**config.mk**
```make
export PLATFORM = sky130hd
export DESIGN_NAME = ras_top
export DESIGN_NICKNAME = d
export VERILOG_FILES = /design/src/shared/ras_pkg.sv /design/src/verilog/ras_top.sv
export SDC_FILE = /design/constraint.sdc
export NUM_CORES = 2
export LEC_CHECK = 0
export ABC_CLOCK_PERIOD_IN_PS = 6400
export CORE_UTILIZATION = 60
export DETAILED_ROUTE_END_ITERATION = 10
export DONT_BUFFER_PORTS = 1
export PLACE_DENSITY = 0.76
export SLEW_MARGIN = 20
export SYNTH_ARGS = -nofsm -noshare
export SYNTH_HDL_FRONTEND = slang
export SYNTH_SLANG_ARGS = --single-unit
```
**constraint.sdc**
```tcl
create_clock -name clock -period 6.4 [get_ports clock]
set_input_delay 0.64 -clock clock [delete_from_list [all_inputs] [get_ports clock]]
set_output_delay 0.64 -clock clock [all_outputs]
set_load 0.03 [all_outputs]
```
**src/shared/ras_pkg.sv**
```systemverilog
package ras_pkg;

  // stack geometry
  localparam int unsigned RAS_PC_W       = 21;        // program counter width
  localparam int unsigned RAS_LVL_W      = 5;         // stack pointer width
  localparam int unsigned RAS_PM_BYTES   = 32768;     // program memory physically present
  localparam int unsigned RAS_WORD_W     = 16;        // instruction word width

  // pointer values with a special meaning
  localparam logic [4:0]  RAS_LVL_EMPTY  = 5'h00;     // no storage behind this value
  localparam logic [4:0]  RAS_LVL_FULL   = 5'h1e;     // next push is the 31st
  localparam logic [4:0]  RAS_LVL_TOP    = 5'h1f;     // highest entry
  localparam logic [4:0]  RAS_LVL_STEP   = 5'h01;     // pointer step
  localparam logic [20:0] RAS_FAULT_INC  = 21'h000002; // added to pc on the faulting push

  // pointer and config register field positions
  localparam int unsigned RAS_FULL_BIT   = 7;
  localparam int unsigned RAS_UNDER_BIT  = 6;
  localparam int unsigned RAS_CFG_SFRE   = 0;

  // register byte offsets
  localparam logic [7:0]  RAS_OFF_PTR    = 8'h00;     // return_stack_pointer_reg
  localparam logic [7:0]  RAS_OFF_TOP_ENTRY_LOW   = 8'h04;     // top_entry_low
  localparam logic [7:0]  RAS_OFF_TOP_ENTRY_HIGH   = 8'h08;     // top_entry_high
  localparam logic [7:0]  RAS_OFF_TOP_ENTRY_UPPER   = 8'h0c;     // top_entry_upper
  localparam logic [7:0]  RAS_OFF_CFG    = 8'h10;     // stack_fault_reset_enable

  // reset values
  localparam logic        RAS_SFRE_RST   = 1'b1;      // fault reset enabled by default
  localparam logic [4:0]  RAS_LVL_RST    = 5'h00;

  // bus transfer types
  localparam logic [1:0]  RAS_HTRANS_NSEQ = 2'h2;
  localparam logic [1:0]  RAS_HTRANS_SEQ  = 2'h3;

  // sequencer operations
  typedef enum logic [3:0] {
    RAS_OP_NONE    = 4'h0,
    RAS_OP_PUSH    = 4'h1,  // push instruction
    RAS_OP_CALL    = 4'h2,
    RAS_OP_RELATIVE_CALL   = 4'h3,  // relative_call
    RAS_OP_INT_ACK = 4'h4,  // interrupt acknowledge
    RAS_OP_RETURN  = 4'h5,
    RAS_OP_RETURN_WITH_LITERAL   = 4'h6,  // return_with_literal
    RAS_OP_RETURN_FROM_INTERRUPT  = 4'h7,  // return_from_interrupt
    RAS_OP_POP     = 4'h8   // pop instruction
  } ras_op_t;

  // request from the sequencer, one cycle per operation
  typedef struct packed {
    ras_op_t     op;
    logic        fast;
    logic [20:0] pc;
    logic [7:0]  status;
    logic [7:0]  working_register;
    logic [7:0]  bank_select_register;
  } ras_req_t;

  // answer to the sequencer
  typedef struct packed {
    logic        pc_valid;
    logic [20:0] pc;
    logic        restore_valid;
    logic [7:0]  status;
    logic [7:0]  working_register;
    logic [7:0]  bank_select_register;
  } ras_rsp_t;

  // program memory fetch path
  typedef struct packed {
    logic        valid;
    logic [20:0] addr;
    logic [15:0] word;
  } ras_fetch_t;

endpackage

```
**src/verilog/ras_top.sv**
```systemverilog
// Notes on behaviour
// - fetch above present memory returns zero
// - 31 entries of 21 bits, pointer reset
// - calls, push, interrupts push; returns pop
// - returns leave the pc latches alone
// - push increments pointer, then writes entry
// - pop reads entry, then decrements pointer
// - pointer zero has no storage entry
// - three byte registers access top entry
// - software reads and writes pointer 0-31
// - full flag after 31 pushes
// - fault reset on: pc+2, flag, reset
// - fault reset off: pointer sticks at 31
// - empty pop: pc zero, underflow flag
// - flag first, reset only if enabled
// - flags cleared by software or power-on only
// - full bit7, underflow bit6, pointer bits4-0
// - push instruction stores pc, flow unchanged
// - pop instruction drops top, pc unchanged
// - shadow loaded on interrupt, not software visible
// - fast return restores shadow values
// - every interrupt priority overwrites shadow
// - fast call loads shadow
module ras_top #(
  parameter int unsigned PM_BYTES = ras_pkg::RAS_PM_BYTES  // bytes of program memory present
) (
  input  wire logic               clock,
  input  wire logic               rst_b,       // power-on reset
  input  wire logic               sys_reset,   // any other device reset, synchronous
  input  wire logic               hsel,
  input  wire logic [31:0]        haddr,
  input  wire logic [1:0]         htrans,
  input  wire logic               hwrite,
  input  wire logic [2:0]         hsize,
  input  wire logic [31:0]        hwdata,
  input  wire logic               hready,
  output logic                    hreadyout,
  output logic [31:0]             hrdata,
  output logic                    hresp,
  input  wire ras_pkg::ras_req_t  core_req,
  output ras_pkg::ras_rsp_t       core_rsp,
  input  wire ras_pkg::ras_fetch_t fetch_req,
  output logic [15:0]             fetch_word,
  output logic                    fault_reset
);
  import ras_pkg::*;

  // complete state of the block
  typedef struct packed {
    logic [31:1][20:0] entry;     // stack storage, nothing behind level zero
    logic [4:0]        level;     // stack_level
    logic              full;      // stack_full_flag
    logic              under;     // stack_underflow_flag
    logic              sfre;      // stack_fault_reset_enable
    logic [7:0]        sh_status; // fast shadow
    logic [7:0]        sh_working_register;
    logic [7:0]        sh_bsr;
    logic              dp_act;    // bus data phase pending
    logic              dp_wr;
    logic              dp_hit;    // upper address bits zero
    logic [7:0]        dp_addr;
    logic              hready;
    logic [31:0]       hrdata;
    ras_rsp_t          rsp;
    logic              fault;
    logic [15:0]       fword;
  } ras_state_t;

  // byte addresses at or above this limit have no memory behind them
  // the limit is a parameter so a larger part can reuse the block
  localparam logic [20:0] PM_LIMIT = PM_BYTES[20:0]; // first absent byte address

  ras_state_t        s;          // registered state
  ras_state_t        next_s;     // next state
  logic [20:0]       top_entry;  // entry selected by the pointer
  logic [31:0]       rd_data;    // read mux
  logic              is_push;
  logic              is_ret;
  logic              is_pop;
  logic              ptr_wr;     // software write to the pointer this cycle

  // operation classes
  always_comb begin
    is_push = (core_req.op == RAS_OP_PUSH) || (core_req.op == RAS_OP_CALL) ||
              (core_req.op == RAS_OP_RELATIVE_CALL) || (core_req.op == RAS_OP_INT_ACK);
    is_ret  = (core_req.op == RAS_OP_RETURN) || (core_req.op == RAS_OP_RETURN_WITH_LITERAL) ||
              (core_req.op == RAS_OP_RETURN_FROM_INTERRUPT);
    is_pop  = (core_req.op == RAS_OP_POP);
  end

  // top of stack view; level zero reads as zero since it has no entry
  always_comb begin
    if (s.level == RAS_LVL_EMPTY) begin
      top_entry = 21'h000000;
    end else begin
      top_entry = s.entry[s.level];
    end
  end

  // software write to the pointer in this data phase
  // a same-cycle sequencer op still overrides the level it writes, except a return or pop at level zero
  assign ptr_wr = s.dp_act && s.dp_wr && s.dp_hit && (s.dp_addr == RAS_OFF_PTR);

  // register read mux, reserved bits zero
  always_comb begin
    rd_data = 32'h00000000;
    if (s.dp_hit) begin
      case (s.dp_addr)
        RAS_OFF_PTR:  rd_data = {24'h000000, s.full, s.under, 1'b0, s.level};
        RAS_OFF_TOP_ENTRY_LOW: rd_data = {24'h000000, top_entry[7:0]};
        RAS_OFF_TOP_ENTRY_HIGH: rd_data = {24'h000000, top_entry[15:8]};
        RAS_OFF_TOP_ENTRY_UPPER: rd_data = {27'h0000000, top_entry[20:16]};
        RAS_OFF_CFG:  rd_data = {31'h00000000, s.sfre};
        default:      rd_data = 32'h00000000; // unmapped reads zero
      endcase
    end
  end

  // next state: bus access first, then the sequencer, then other resets
  always_comb begin
    next_s = s;
    next_s.rsp.pc_valid      = 1'b0;
    next_s.rsp.restore_valid = 1'b0;
    next_s.fault             = 1'b0;

    // fetch path, unimplemented space executes as a no-operation
    next_s.fword = 16'h0000;
    if (fetch_req.valid && (fetch_req.addr < PM_LIMIT)) begin
      next_s.fword = fetch_req.word;
    end

    // data phase of an earlier bus transfer
    if (s.dp_act) begin
      next_s.dp_act = 1'b0;
      if (!s.dp_wr) begin
        next_s.hrdata = rd_data; // read answer after one wait state
        next_s.hready = 1'b1;
      end else if (s.dp_hit) begin
        case (s.dp_addr)
          RAS_OFF_PTR: begin
            next_s.level = hwdata[4:0];
            // flags only clear on a written zero, ones are ignored
            if (!hwdata[RAS_FULL_BIT]) begin
              next_s.full = 1'b0;
            end
            if (!hwdata[RAS_UNDER_BIT]) begin
              next_s.under = 1'b0;
            end
          end
          RAS_OFF_TOP_ENTRY_LOW: begin
            if (s.level != RAS_LVL_EMPTY) begin
              next_s.entry[s.level][7:0] = hwdata[7:0];
            end
          end
          RAS_OFF_TOP_ENTRY_HIGH: begin
            if (s.level != RAS_LVL_EMPTY) begin
              next_s.entry[s.level][15:8] = hwdata[7:0];
            end
          end
          RAS_OFF_TOP_ENTRY_UPPER: begin
            if (s.level != RAS_LVL_EMPTY) begin
              next_s.entry[s.level][20:16] = hwdata[4:0];
            end
          end
          RAS_OFF_CFG: next_s.sfre = hwdata[RAS_CFG_SFRE];
          default: next_s.sfre = next_s.sfre; // unmapped writes ignored
        endcase
      end
    end

    // address phase; reads take one wait state so hrdata can come from a flop
    if (hsel && hready && ((htrans == RAS_HTRANS_NSEQ) || (htrans == RAS_HTRANS_SEQ))) begin
      next_s.dp_act  = 1'b1;
      next_s.dp_wr   = hwrite;
      next_s.dp_hit  = (haddr[31:8] == 24'h000000);
      next_s.dp_addr = haddr[7:0];
      next_s.hready  = hwrite;
    end

    // sequencer operation; applied after the bus so a flag set wins over a clear
    if (!sys_reset) begin
      if (is_push) begin
        if (s.level >= RAS_LVL_FULL) begin
          next_s.full = 1'b1;
          if (s.sfre) begin
            next_s.entry[RAS_LVL_TOP] = core_req.pc + RAS_FAULT_INC;
            next_s.level              = RAS_LVL_EMPTY;
            next_s.fault              = 1'b1;
          end else begin
            next_s.entry[RAS_LVL_TOP] = core_req.pc;
            next_s.level              = RAS_LVL_TOP;
          end
        end else begin
          // increment first, then store into the new slot; no pc change for push
          next_s.level = s.level + RAS_LVL_STEP;
          next_s.entry[s.level + RAS_LVL_STEP] = core_req.pc;
        end
        // interrupts of either priority and fast calls fill the shadow
        if ((core_req.op == RAS_OP_INT_ACK) || ((core_req.op == RAS_OP_CALL) && core_req.fast)) begin
          next_s.sh_status = core_req.status;
          next_s.sh_working_register   = core_req.working_register;
          next_s.sh_bsr    = core_req.bank_select_register;
        end
      end else if (is_ret || is_pop) begin
        if (s.level == RAS_LVL_EMPTY) begin
          next_s.under = 1'b1;
          next_s.fault = s.sfre;
          if (is_ret) begin
            next_s.rsp.pc_valid = 1'b1;
            next_s.rsp.pc       = 21'h000000;
          end
        end else begin
          // read before decrement; pop instruction gives no pc
          if (is_ret) begin
            next_s.rsp.pc_valid = 1'b1;
            next_s.rsp.pc       = top_entry;
          end
          next_s.level = s.level - RAS_LVL_STEP;
        end
        if (is_ret && core_req.fast && (core_req.op != RAS_OP_RETURN_WITH_LITERAL)) begin
          next_s.rsp.restore_valid = 1'b1;
          next_s.rsp.status        = s.sh_status;
          next_s.rsp.working_register          = s.sh_working_register;
          next_s.rsp.bank_select_register           = s.sh_bsr;
        end
      end
    end else begin
      // other resets clear the pointer but keep the sticky flags
      next_s.level = RAS_LVL_RST;
    end
  end

  // state register; power-on clears everything except the fault reset enable and hready, which load one
  always_ff @(posedge clock or negedge rst_b) begin
    if (!rst_b) begin
      s        <= '0;
      s.sfre   <= RAS_SFRE_RST;
      s.hready <= 1'b1;
    end else begin
      s <= next_s;
    end
  end

  // outputs straight from the state register
  // every answer is registered, so timing to the core stays one flop deep
  // hresp has no error case: unmapped space simply reads zero
  assign hreadyout   = s.hready;
  assign hrdata      = s.hrdata;
  assign hresp       = 1'b0;
  assign core_rsp    = s.rsp;
  assign fetch_word  = s.fword;
  assign fault_reset = s.fault;

  // ---- checks ----
  chk_push_incr: assert property (@(posedge clock) disable iff (!rst_b)
    (!sys_reset && is_push && (s.level < RAS_LVL_FULL)) |=> (s.level == $past(s.level) + RAS_LVL_STEP))
    else $error("push did not raise the pointer by one");

  chk_push_store: assert property (@(posedge clock) disable iff (!rst_b)
    (!sys_reset && is_push && (s.level < RAS_LVL_FULL) && !(s.dp_act && s.dp_wr))
      |=> (top_entry == $past(core_req.pc)))
    else $error("pushed pc not found at the new top");

  chk_pop_load: assert property (@(posedge clock) disable iff (!rst_b)
    (!sys_reset && is_ret && (s.level != RAS_LVL_EMPTY) && !ptr_wr)
      |=> (core_rsp.pc_valid && (core_rsp.pc == $past(top_entry)) && (s.level == $past(s.level) - RAS_LVL_STEP)))
    else $error("return did not load top then decrement");

  chk_under_flag: assert property (@(posedge clock) disable iff (!rst_b)
    (!sys_reset && is_ret && (s.level == RAS_LVL_EMPTY) && !ptr_wr)
      |=> (core_rsp.pc_valid && (core_rsp.pc == 21'h000000) && s.under && (s.level == RAS_LVL_EMPTY)))
    else $error("empty return did not give zero and underflow");

  chk_full_reset: assert property (@(posedge clock) disable iff (!rst_b)
    (!sys_reset && is_push && s.sfre && (s.level == RAS_LVL_FULL))
      |=> (fault_reset && s.full && (s.level == RAS_LVL_EMPTY)
           && (s.entry[RAS_LVL_TOP] == $past(core_req.pc) + RAS_FAULT_INC)))
    else $error("31st push with fault reset misbehaved");

  chk_full_hold: assert property (@(posedge clock) disable iff (!rst_b)
    (!sys_reset && is_push && !s.sfre && (s.level >= RAS_LVL_FULL) && !ptr_wr)
      |=> (!fault_reset && s.full && (s.level == RAS_LVL_TOP)))
    else $error("full push without fault reset misbehaved");

  chk_flag_sticky: assert property (@(posedge clock) disable iff (!rst_b)
    (s.full && !ptr_wr) |=> s.full)
    else $error("full flag cleared without software write");

  chk_fetch_zero: assert property (@(posedge clock) disable iff (!rst_b)
    (fetch_req.valid && (fetch_req.addr >= PM_LIMIT)) |=> (fetch_word == 16'h0000))
    else $error("fetch from absent memory not zero");

  chk_shadow_load: assert property (@(posedge clock) disable iff (!rst_b)
    (!sys_reset && (core_req.op == RAS_OP_INT_ACK))
      |=> ((s.sh_working_register == $past(core_req.working_register)) && (s.sh_status == $past(core_req.status))))
    else $error("interrupt did not load the shadow");

  chk_fast_restore: assert property (@(posedge clock) disable iff (!rst_b)
    (!sys_reset && (core_req.op == RAS_OP_RETURN_FROM_INTERRUPT) && core_req.fast)
      |=> (core_rsp.restore_valid && (core_rsp.bank_select_register == $past(s.sh_bsr))))
    else $error("fast return did not restore shadow");

  chk_read_wait: assert property (@(posedge clock) disable iff (!rst_b)
    (hsel && hready && (htrans == RAS_HTRANS_NSEQ) && !hwrite) |=> (!hreadyout ##1 hreadyout))
    else $error("read answer timing wrong");

  // writes finish with no wait state
  chk_write_nowait: assert property (@(posedge clock) disable iff (!rst_b)
    (hsel && hready && (htrans == RAS_HTRANS_NSEQ) && hwrite) |=> hreadyout)
    else $error("write inserted a wait state");

  // pop instruction gives no pc and drops one level
  chk_pop_nopc: assert property (@(posedge clock) disable iff (!rst_b)
    (!sys_reset && is_pop && (s.level != RAS_LVL_EMPTY) && !ptr_wr)
      |=> (!core_rsp.pc_valid && (s.level == $past(s.level) - RAS_LVL_STEP)))
    else $error("pop instruction misbehaved");

  // other resets clear the pointer and keep both flags
  chk_sys_hold: assert property (@(posedge clock) disable iff (!rst_b)
    (sys_reset && !ptr_wr)
      |=> ((s.level == RAS_LVL_EMPTY) && (s.full == $past(s.full)) && (s.under == $past(s.under))))
    else $error("device reset disturbed flags or pointer");

  // underflow flag stays until software clears it
  chk_under_sticky: assert property (@(posedge clock) disable iff (!rst_b)
    (s.under && !ptr_wr) |=> s.under)
    else $error("underflow flag cleared without software write");

  // a fault reset only follows a set flag with the enable on
  chk_fault_gate: assert property (@(posedge clock) disable iff (!rst_b)
    fault_reset
      |-> ($past(s.sfre) && (s.full || s.under)))
    else $error("fault reset without enable or flag");

  // pointer read shows bit 5 and the upper bits as zero
  chk_ptr_bit5: assert property (@(posedge clock) disable iff (!rst_b)
    (s.dp_act && !s.dp_wr && s.dp_hit && (s.dp_addr == RAS_OFF_PTR))
      |=> ((hrdata[5] == 1'b0) && (hrdata[31:8] == 24'h000000)))
    else $error("pointer read shows reserved bits");

  // top entry read at level zero gives zero
  chk_empty_tos: assert property (@(posedge clock) disable iff (!rst_b)
    (s.dp_act && !s.dp_wr && s.dp_hit && (s.dp_addr == RAS_OFF_TOP_ENTRY_LOW) && (s.level == RAS_LVL_EMPTY))
      |=> (hrdata == 32'h00000000))
    else $error("top entry at level zero not zero");

  // software pointer write lands when no op competes
  chk_ptr_write: assert property (@(posedge clock) disable iff (!rst_b)
    (ptr_wr && !sys_reset && !is_push && !is_ret && !is_pop)
      |=> (s.level == $past(hwdata[4:0])))
    else $error("pointer write did not land");

  // fetch inside present memory passes the word through
  chk_fetch_pass: assert property (@(posedge clock) disable iff (!rst_b)
    (fetch_req.valid && (fetch_req.addr < PM_LIMIT))
      |=> (fetch_word == $past(fetch_req.word)))
    else $error("fetch from present memory altered");

  // fast call fills the shadow
  chk_fast_call: assert property (@(posedge clock) disable iff (!rst_b)
    (!sys_reset && (core_req.op == RAS_OP_CALL) && core_req.fast)
      |=> ((s.sh_bsr == $past(core_req.bank_select_register)) && (s.sh_working_register == $past(core_req.working_register))))
    else $error("fast call did not load the shadow");

  // full push with the enable off stores into the top slot only
  chk_full_entry: assert property (@(posedge clock) disable iff (!rst_b)
    (!sys_reset && is_push && !s.sfre && (s.level >= RAS_LVL_FULL))
      |=> (s.entry[RAS_LVL_TOP] == $past(core_req.pc)))
    else $error("full push did not overwrite the top slot");

  // ordinary push leaves the full flag alone
  chk_push_nofull: assert property (@(posedge clock) disable iff (!rst_b)
    (!sys_reset && is_push && (s.level < RAS_LVL_FULL) && !s.full && !ptr_wr)
      |=> !s.full)
    else $error("full flag set before the 31st push");

endmodule

```
# Yosys cells after proc, flatten, opt, wreduce, memory -nomap -nowiden
# Cells that the tools add are included.
[word_totals]
register_bits = 791
input_bits = 163
out_inout_bits = 98
word_cells = 167
[op_classes]
add_sub_neg = 3
magnitude_cmp = 6
eq_ne = 16
n_mux = 60
n_bitwise = 3
n_reduce_logical = 27
[ops]
columns = ["operator", "n"]
rows = [
  ["$mux 651", 5],
  ["$bwmux 651", 4],
  ["$mux 659", 3],
  ["$pmux 651 s3", 1],
  ["$mux 630", 1],
  ["$demux 21 s5", 4],
  ["$mux 21", 6],
  ["$bmux 21 s5", 1],
  ["$mux 48", 2],
  ["$mux 22", 3],
  ["$mux 33", 2],
  ["$mux 47", 1],
  ["$pmux 8 s5", 1],
  ["$mux 16", 2],
  ["$mux 5", 6],
  ["$mux 25", 1],
  ["$logic_not 24->1", 1],
  ["$add 21x2->21 const B", 1],
  ["$lt 21x16->1 const B", 1],
  ["$eq 4x3->1 const B", 4],
  ["$eq 8x4->1 const B", 2],
  ["$mux 8", 2],
  ["$lt 5x6->1 const B", 2],
  ["$mux 1", 12],
  ["25 further kinds", 47],
]

# Logic depth before layout (Yosys ltp)
[depth]
depth_word = 14
ltp_mapped = 14
mapped_depth_nobuf = 8

# Worst setup path before layout
# OpenSTA, ideal clock, no wires.
[synth_path]
path_kind = "register to register"
start = "reg s[135] (netlist name)"
end = "reg s[298] (netlist name)"
setup_ps = 137
t_arrival_ps = 3198
t_required_ps = 6263
path_slack_ps = 3065
stages_incl_launch_ff = 13
path_buffers = 6
period_less_slack_ps = 3335
cell_sequence = "dfrtp_1 buf_2 buf_2 buf_2 clkbuf_1 inv_1 ha_1 nor4b_1 clkbuf_1 nor2_1 clkbuf_1 mux2i_1 a21oi_1"
[synth_rtl]
columns = ["item", "line_no", "text"]
rows = [
  ["start: declaration", "ras_top.sv:73", "ras_state_t s;"],
  ["start signal: assignment", "ras_top.sv:240", "s <= next_s;"],
]

# Worst setup path after layout
[layout_path]
start = "reg s[138] (netlist name)"
end = "reg s (netlist bit hrdata[3])"
[layout_via]
elab_chain_len = 5
word_cells_on_any_way = 6
classes_between = "5 x mux; 1 x reduce/logical"
[layout_rtl]
columns = ["item", "line_no", "text"]
rows = [
  ["$bmux 21 s5", "ras_top.sv:96", "top_entry = s.entry[s.level];"],
  ["$mux 21 (not written as such)", "ras_top.sv:96", ""],
  ["$mux 21", "ras_top.sv:93", "if (s.level == RAS_LVL_EMPTY) begin"],
  ["$pmux 8 s5 (*)", "ras_top.sv:108", "case (s.dp_addr)"],
  ["$mux 8 (*)", "ras_top.sv:107", "if (s.dp_hit) begin"],
]
# Every way passes the cells marked *; elsewhere a longest branch is shown, timed or not. The select of a mux whose other input is x is not followed.
# A chain may end at the register's enable or synchronous reset.

==> flow_summary_export.csv <==
group,metric,value,unit
job,maxCapViolCount,0,
pwr,p_leak,19.55,nW
routing,met3_length,26840,µm
grt,grt_pass1_wl,234200,µm
final_layout,drive_above_1_share,0.08989,
pwr,finalPower,13.11,mW
routing,vias,37440,
routing,m1WireLength,57470,µm
critical_path,critPathLaunchType,"flop",
routing,vias_per_cell,7.206,
yosys,yosysSeqAreaShare,0.4569,
clocking,cts-root-buf,"clkbuf_16",
clocking,clkLatencyLatePin,0.66,ns
sta,drv_slew,728,
sta,rsz0062_at_grt,"false",
clocking,clock_sink_count,767,
floorplanning,io-pin-count,261,
sta,hold_slack,-0.3029,ns
critical_path,end_kind,"flop",
clocking,clockBufferDepth,3,
final_layout,fillers,5636,
floorplanning,fp-row-count,96,
yosys,ys_types,80,
routing,drc,2,
sta,skew,0.02986,ns
critical_path,worst-path-max-fanout,25,
routing,drt_iter0_drc,7001,
min_path,hold_class,"in2async",
yosys,async_flop_share,1.000,
grt,antenna_found_initial,6,
routing,dr_wl_met2,66400,µm
pwr,ir_drop,0.2481,mV
grt,grt_max_degree,768,
sta,final.setup.tns,0,ns
yosys,synth.ff_latch_count,767,
placement,gp_congestion,1.082,
floorplanning,core_area,68950,µm²
clocking,cts_tree,"built",
final_layout,nets,4375,
grt,globalRoute.totalOverflow,0,
final_layout,syn2layout_area_growth,5.709,%
critical_path,critPathArrivalTime,5.30,ns
yosys,synthCells,4535,
yosys,syn_area,42020,µm²
sta,hold_viol,36,
critical_path,criticalPathCategory,"reg2reg",
sta,period_minus_slack,4.792,ns
clocking,clkSlewWorstSetupHoldPaths,0.06,ns
grt,grt_usage,0.4554,
clocking,ctsHtreeMaxLevel,3,
grt,grt_pass1_vias,34330,
routing,ant_nets,0,
yosys,ys.flop_type,"dfrtp_1",
sta,worst_slew_pin_slew,3.965,ns
yosys,synth_warnings,0,
clocking,numCtsBuffers,81,
outcome,violations,"DRC, hold timing, slew limit",
clocking,postCtsResizedCells,0,
floorplanning,die_area,71090,µm²
routing,top_layer_used,"met5",
floorplanning,die_x,266.6,µm
sta,fmax,208.7,MHz
yosys,synth_edf_count,0,
routing,wire_per_inst,31.66,µm
routing,drtPass1Iterations,11,
floorplanning,fp.dieH,266.6,µm
placement,numPortBuffers,0,
outcome,outcome,"finished with violations",
sta,min_period_over_period,0.7487,
critical_path,required,6.91,ns
floorplanning,initial_core_util,0.6094,
routing,wirelength,164500,µm
placement,dp_hpwl,101700,µm
sta,slew_headroom,-1.643,
clocking,post_cts_buffers,0,
yosys,synth_area_per_cell,9.265,µm²
pwr,p_per_area,295.2,nW/µm²
sta,setup_violations,0,
==> through the flow <==
step           cell area [µm²]  worst slack (ns)  cells  hold slack [ns]    util
4_1_cts                  44250             2.278   5188          -0.3072  0.6418
3_3_place_gp             41750             2.300   5048           0.3832  0.6055
5_1_grt                  44410             1.801   5192          -0.3078  0.6441
3_5_place_dp             41750             2.288   5048           0.3740  0.6055
2_1_floorplan            42110             3.065   4559           0.3444       -
6_report                 44420             1.608   5196          -0.3029  0.6442
==> placed cells by master (no fill, tap or decap), types with 35 or more instances in the layout <==
cell,synthesis,final
dfrtp_1,765,763
o22ai_1,138,138
nor2_1,540,524
nand2_1,419,418
a22oi_1,181,181
a32oi_1,35,35
o21ai_0,294,294
mux2i_1,603,603
mux2_2,67,67
a21oi_1,494,493
nor4_1,48,43
buf_4,101,80
nand3_1,77,66
clkbuf_16,0,82
==> final timing paths <==
check / start / endpoint / slack (ns) / cells past startpoint
worst max-delay path: s[138] / hrdata[3] / 1.61 / 8
worst min-delay path: rst_b / s[354] / -0.30 / 0
worst max register to register: s[138] / hrdata[3] / 1.61 / 8
worst min register to register: s[112] / s[112] / 0.50 / 1
max in group asynchronous: rst_b / s[259] / 3.61 / 0
min in group clock: core_req[28] / s[417] / 0.11 / 2
==> synth_stat cells (12+ instances only) <==
| cell type | count | area [µm²] |
|---|---|---|
| dfrtp_1 | 765 | 19140 |
| mux2i_1 | 603 | 6036 |
| nor2_1 | 540 | 2027 |
| a21oi_1 | 494 | 2472 |
| nand2_1 | 419 | 1573 |
| clkbuf_1 | 337 | 1265 |
| o21ai_0 | 294 | 1471 |
| a22oi_1 | 181 | 1359 |
| o22ai_1 | 138 | 863.3 |
| buf_4 | 101 | 758.2 |
| nand3_1 | 77 | 385.4 |
| mux2_2 | 67 | 754.5 |
| buf_2 | 55 | 275.3 |
| nor4_1 | 48 | 300.3 |
| a32oi_1 | 35 | 306.5 |
| buf_1 | 30 | 112.6 |
| a211oi_1 | 25 | 187.7 |
| nor3_1 | 24 | 120.1 |
| and2_1 | 22 | 137.6 |
| nor2b_1 | 20 | 125.1 |
| a22o_1 | 19 | 166.4 |
| and3_1 | 18 | 112.6 |
| mux4_2 | 13 | 292.8 |
| o21ai_1 | 13 | 65.06 |
| a31oi_1 | 12 | 75.07 |
| nand3_2 | 12 | 120.1 |
==> sequential cells by signal, indices dropped and copies added (netlist names) <==
signal and cells:
hreadyout 1, fault_reset 1, hrdata 8, s 694
core_rsp 47, fetch_word 16
==> cells by family (layout without fill, tap and decap cells) <==
group | count (synthesis) | after routing | share of synthesized area
AOI/OAI and AO/OA | 1274 | 1274 | 0.1788
and+or+nand+nor | 1265 | 1265 | 0.1343
DFF | 767 | 767 | 0.4569
muxes | 683 | 683 | 0.1686
buffers and inverters | 535 | 237 | 0.05863
adders and majority gates | 8 | 8 | 0.002382
xor gates and xnor gates | 2 | 2 | 0.0004170
other | 1 | 29 | 0.00008925
==> area by class of cell <==
cell class / count / area (µm²) / share of cell area
multi-input cells: 3257 / 20750 / 0.4672
flip-flops and latches: 767 / 19200 / 0.4323
clock buffers: 121 / 2288 / 0.05152
well taps: 931 / 1165 / 0.02623
repair buffers: 86 / 743.2 / 0.01673
clock inverters: 19 / 215.2 / 0.004845
inverters: 11 / 41.29 / 0.0009296
diodes: 4 / 10.01 / 0.0002254
==> worst max-delay path, cell delays in order (launching register included) <==
cell	delay [ns]
dfrtp_1	0.98
buf_4	0.42
nand4bb_1	0.79
buf_4	0.40
o22ai_1	0.32
nor4_1	0.99
nand2_1	0.31
a22oi_1	0.30
a22oi_1	0.10
==> where the power goes <==
group          switching, mW  internal (mW)
logic                   1.46          0.883
clock network           2.03           2.59
registers              0.609           5.53
total                   4.10           9.01
==> routing by layer <==
layer	global-route usage	up-vias
li1	-	15450
met1	0.5698	18000
met2	0.6218	3171
met3	0.2113	808
met4	0.3099	10
met5	0.01386	-
Note: power is estimated with default switching activity, not from simulation.
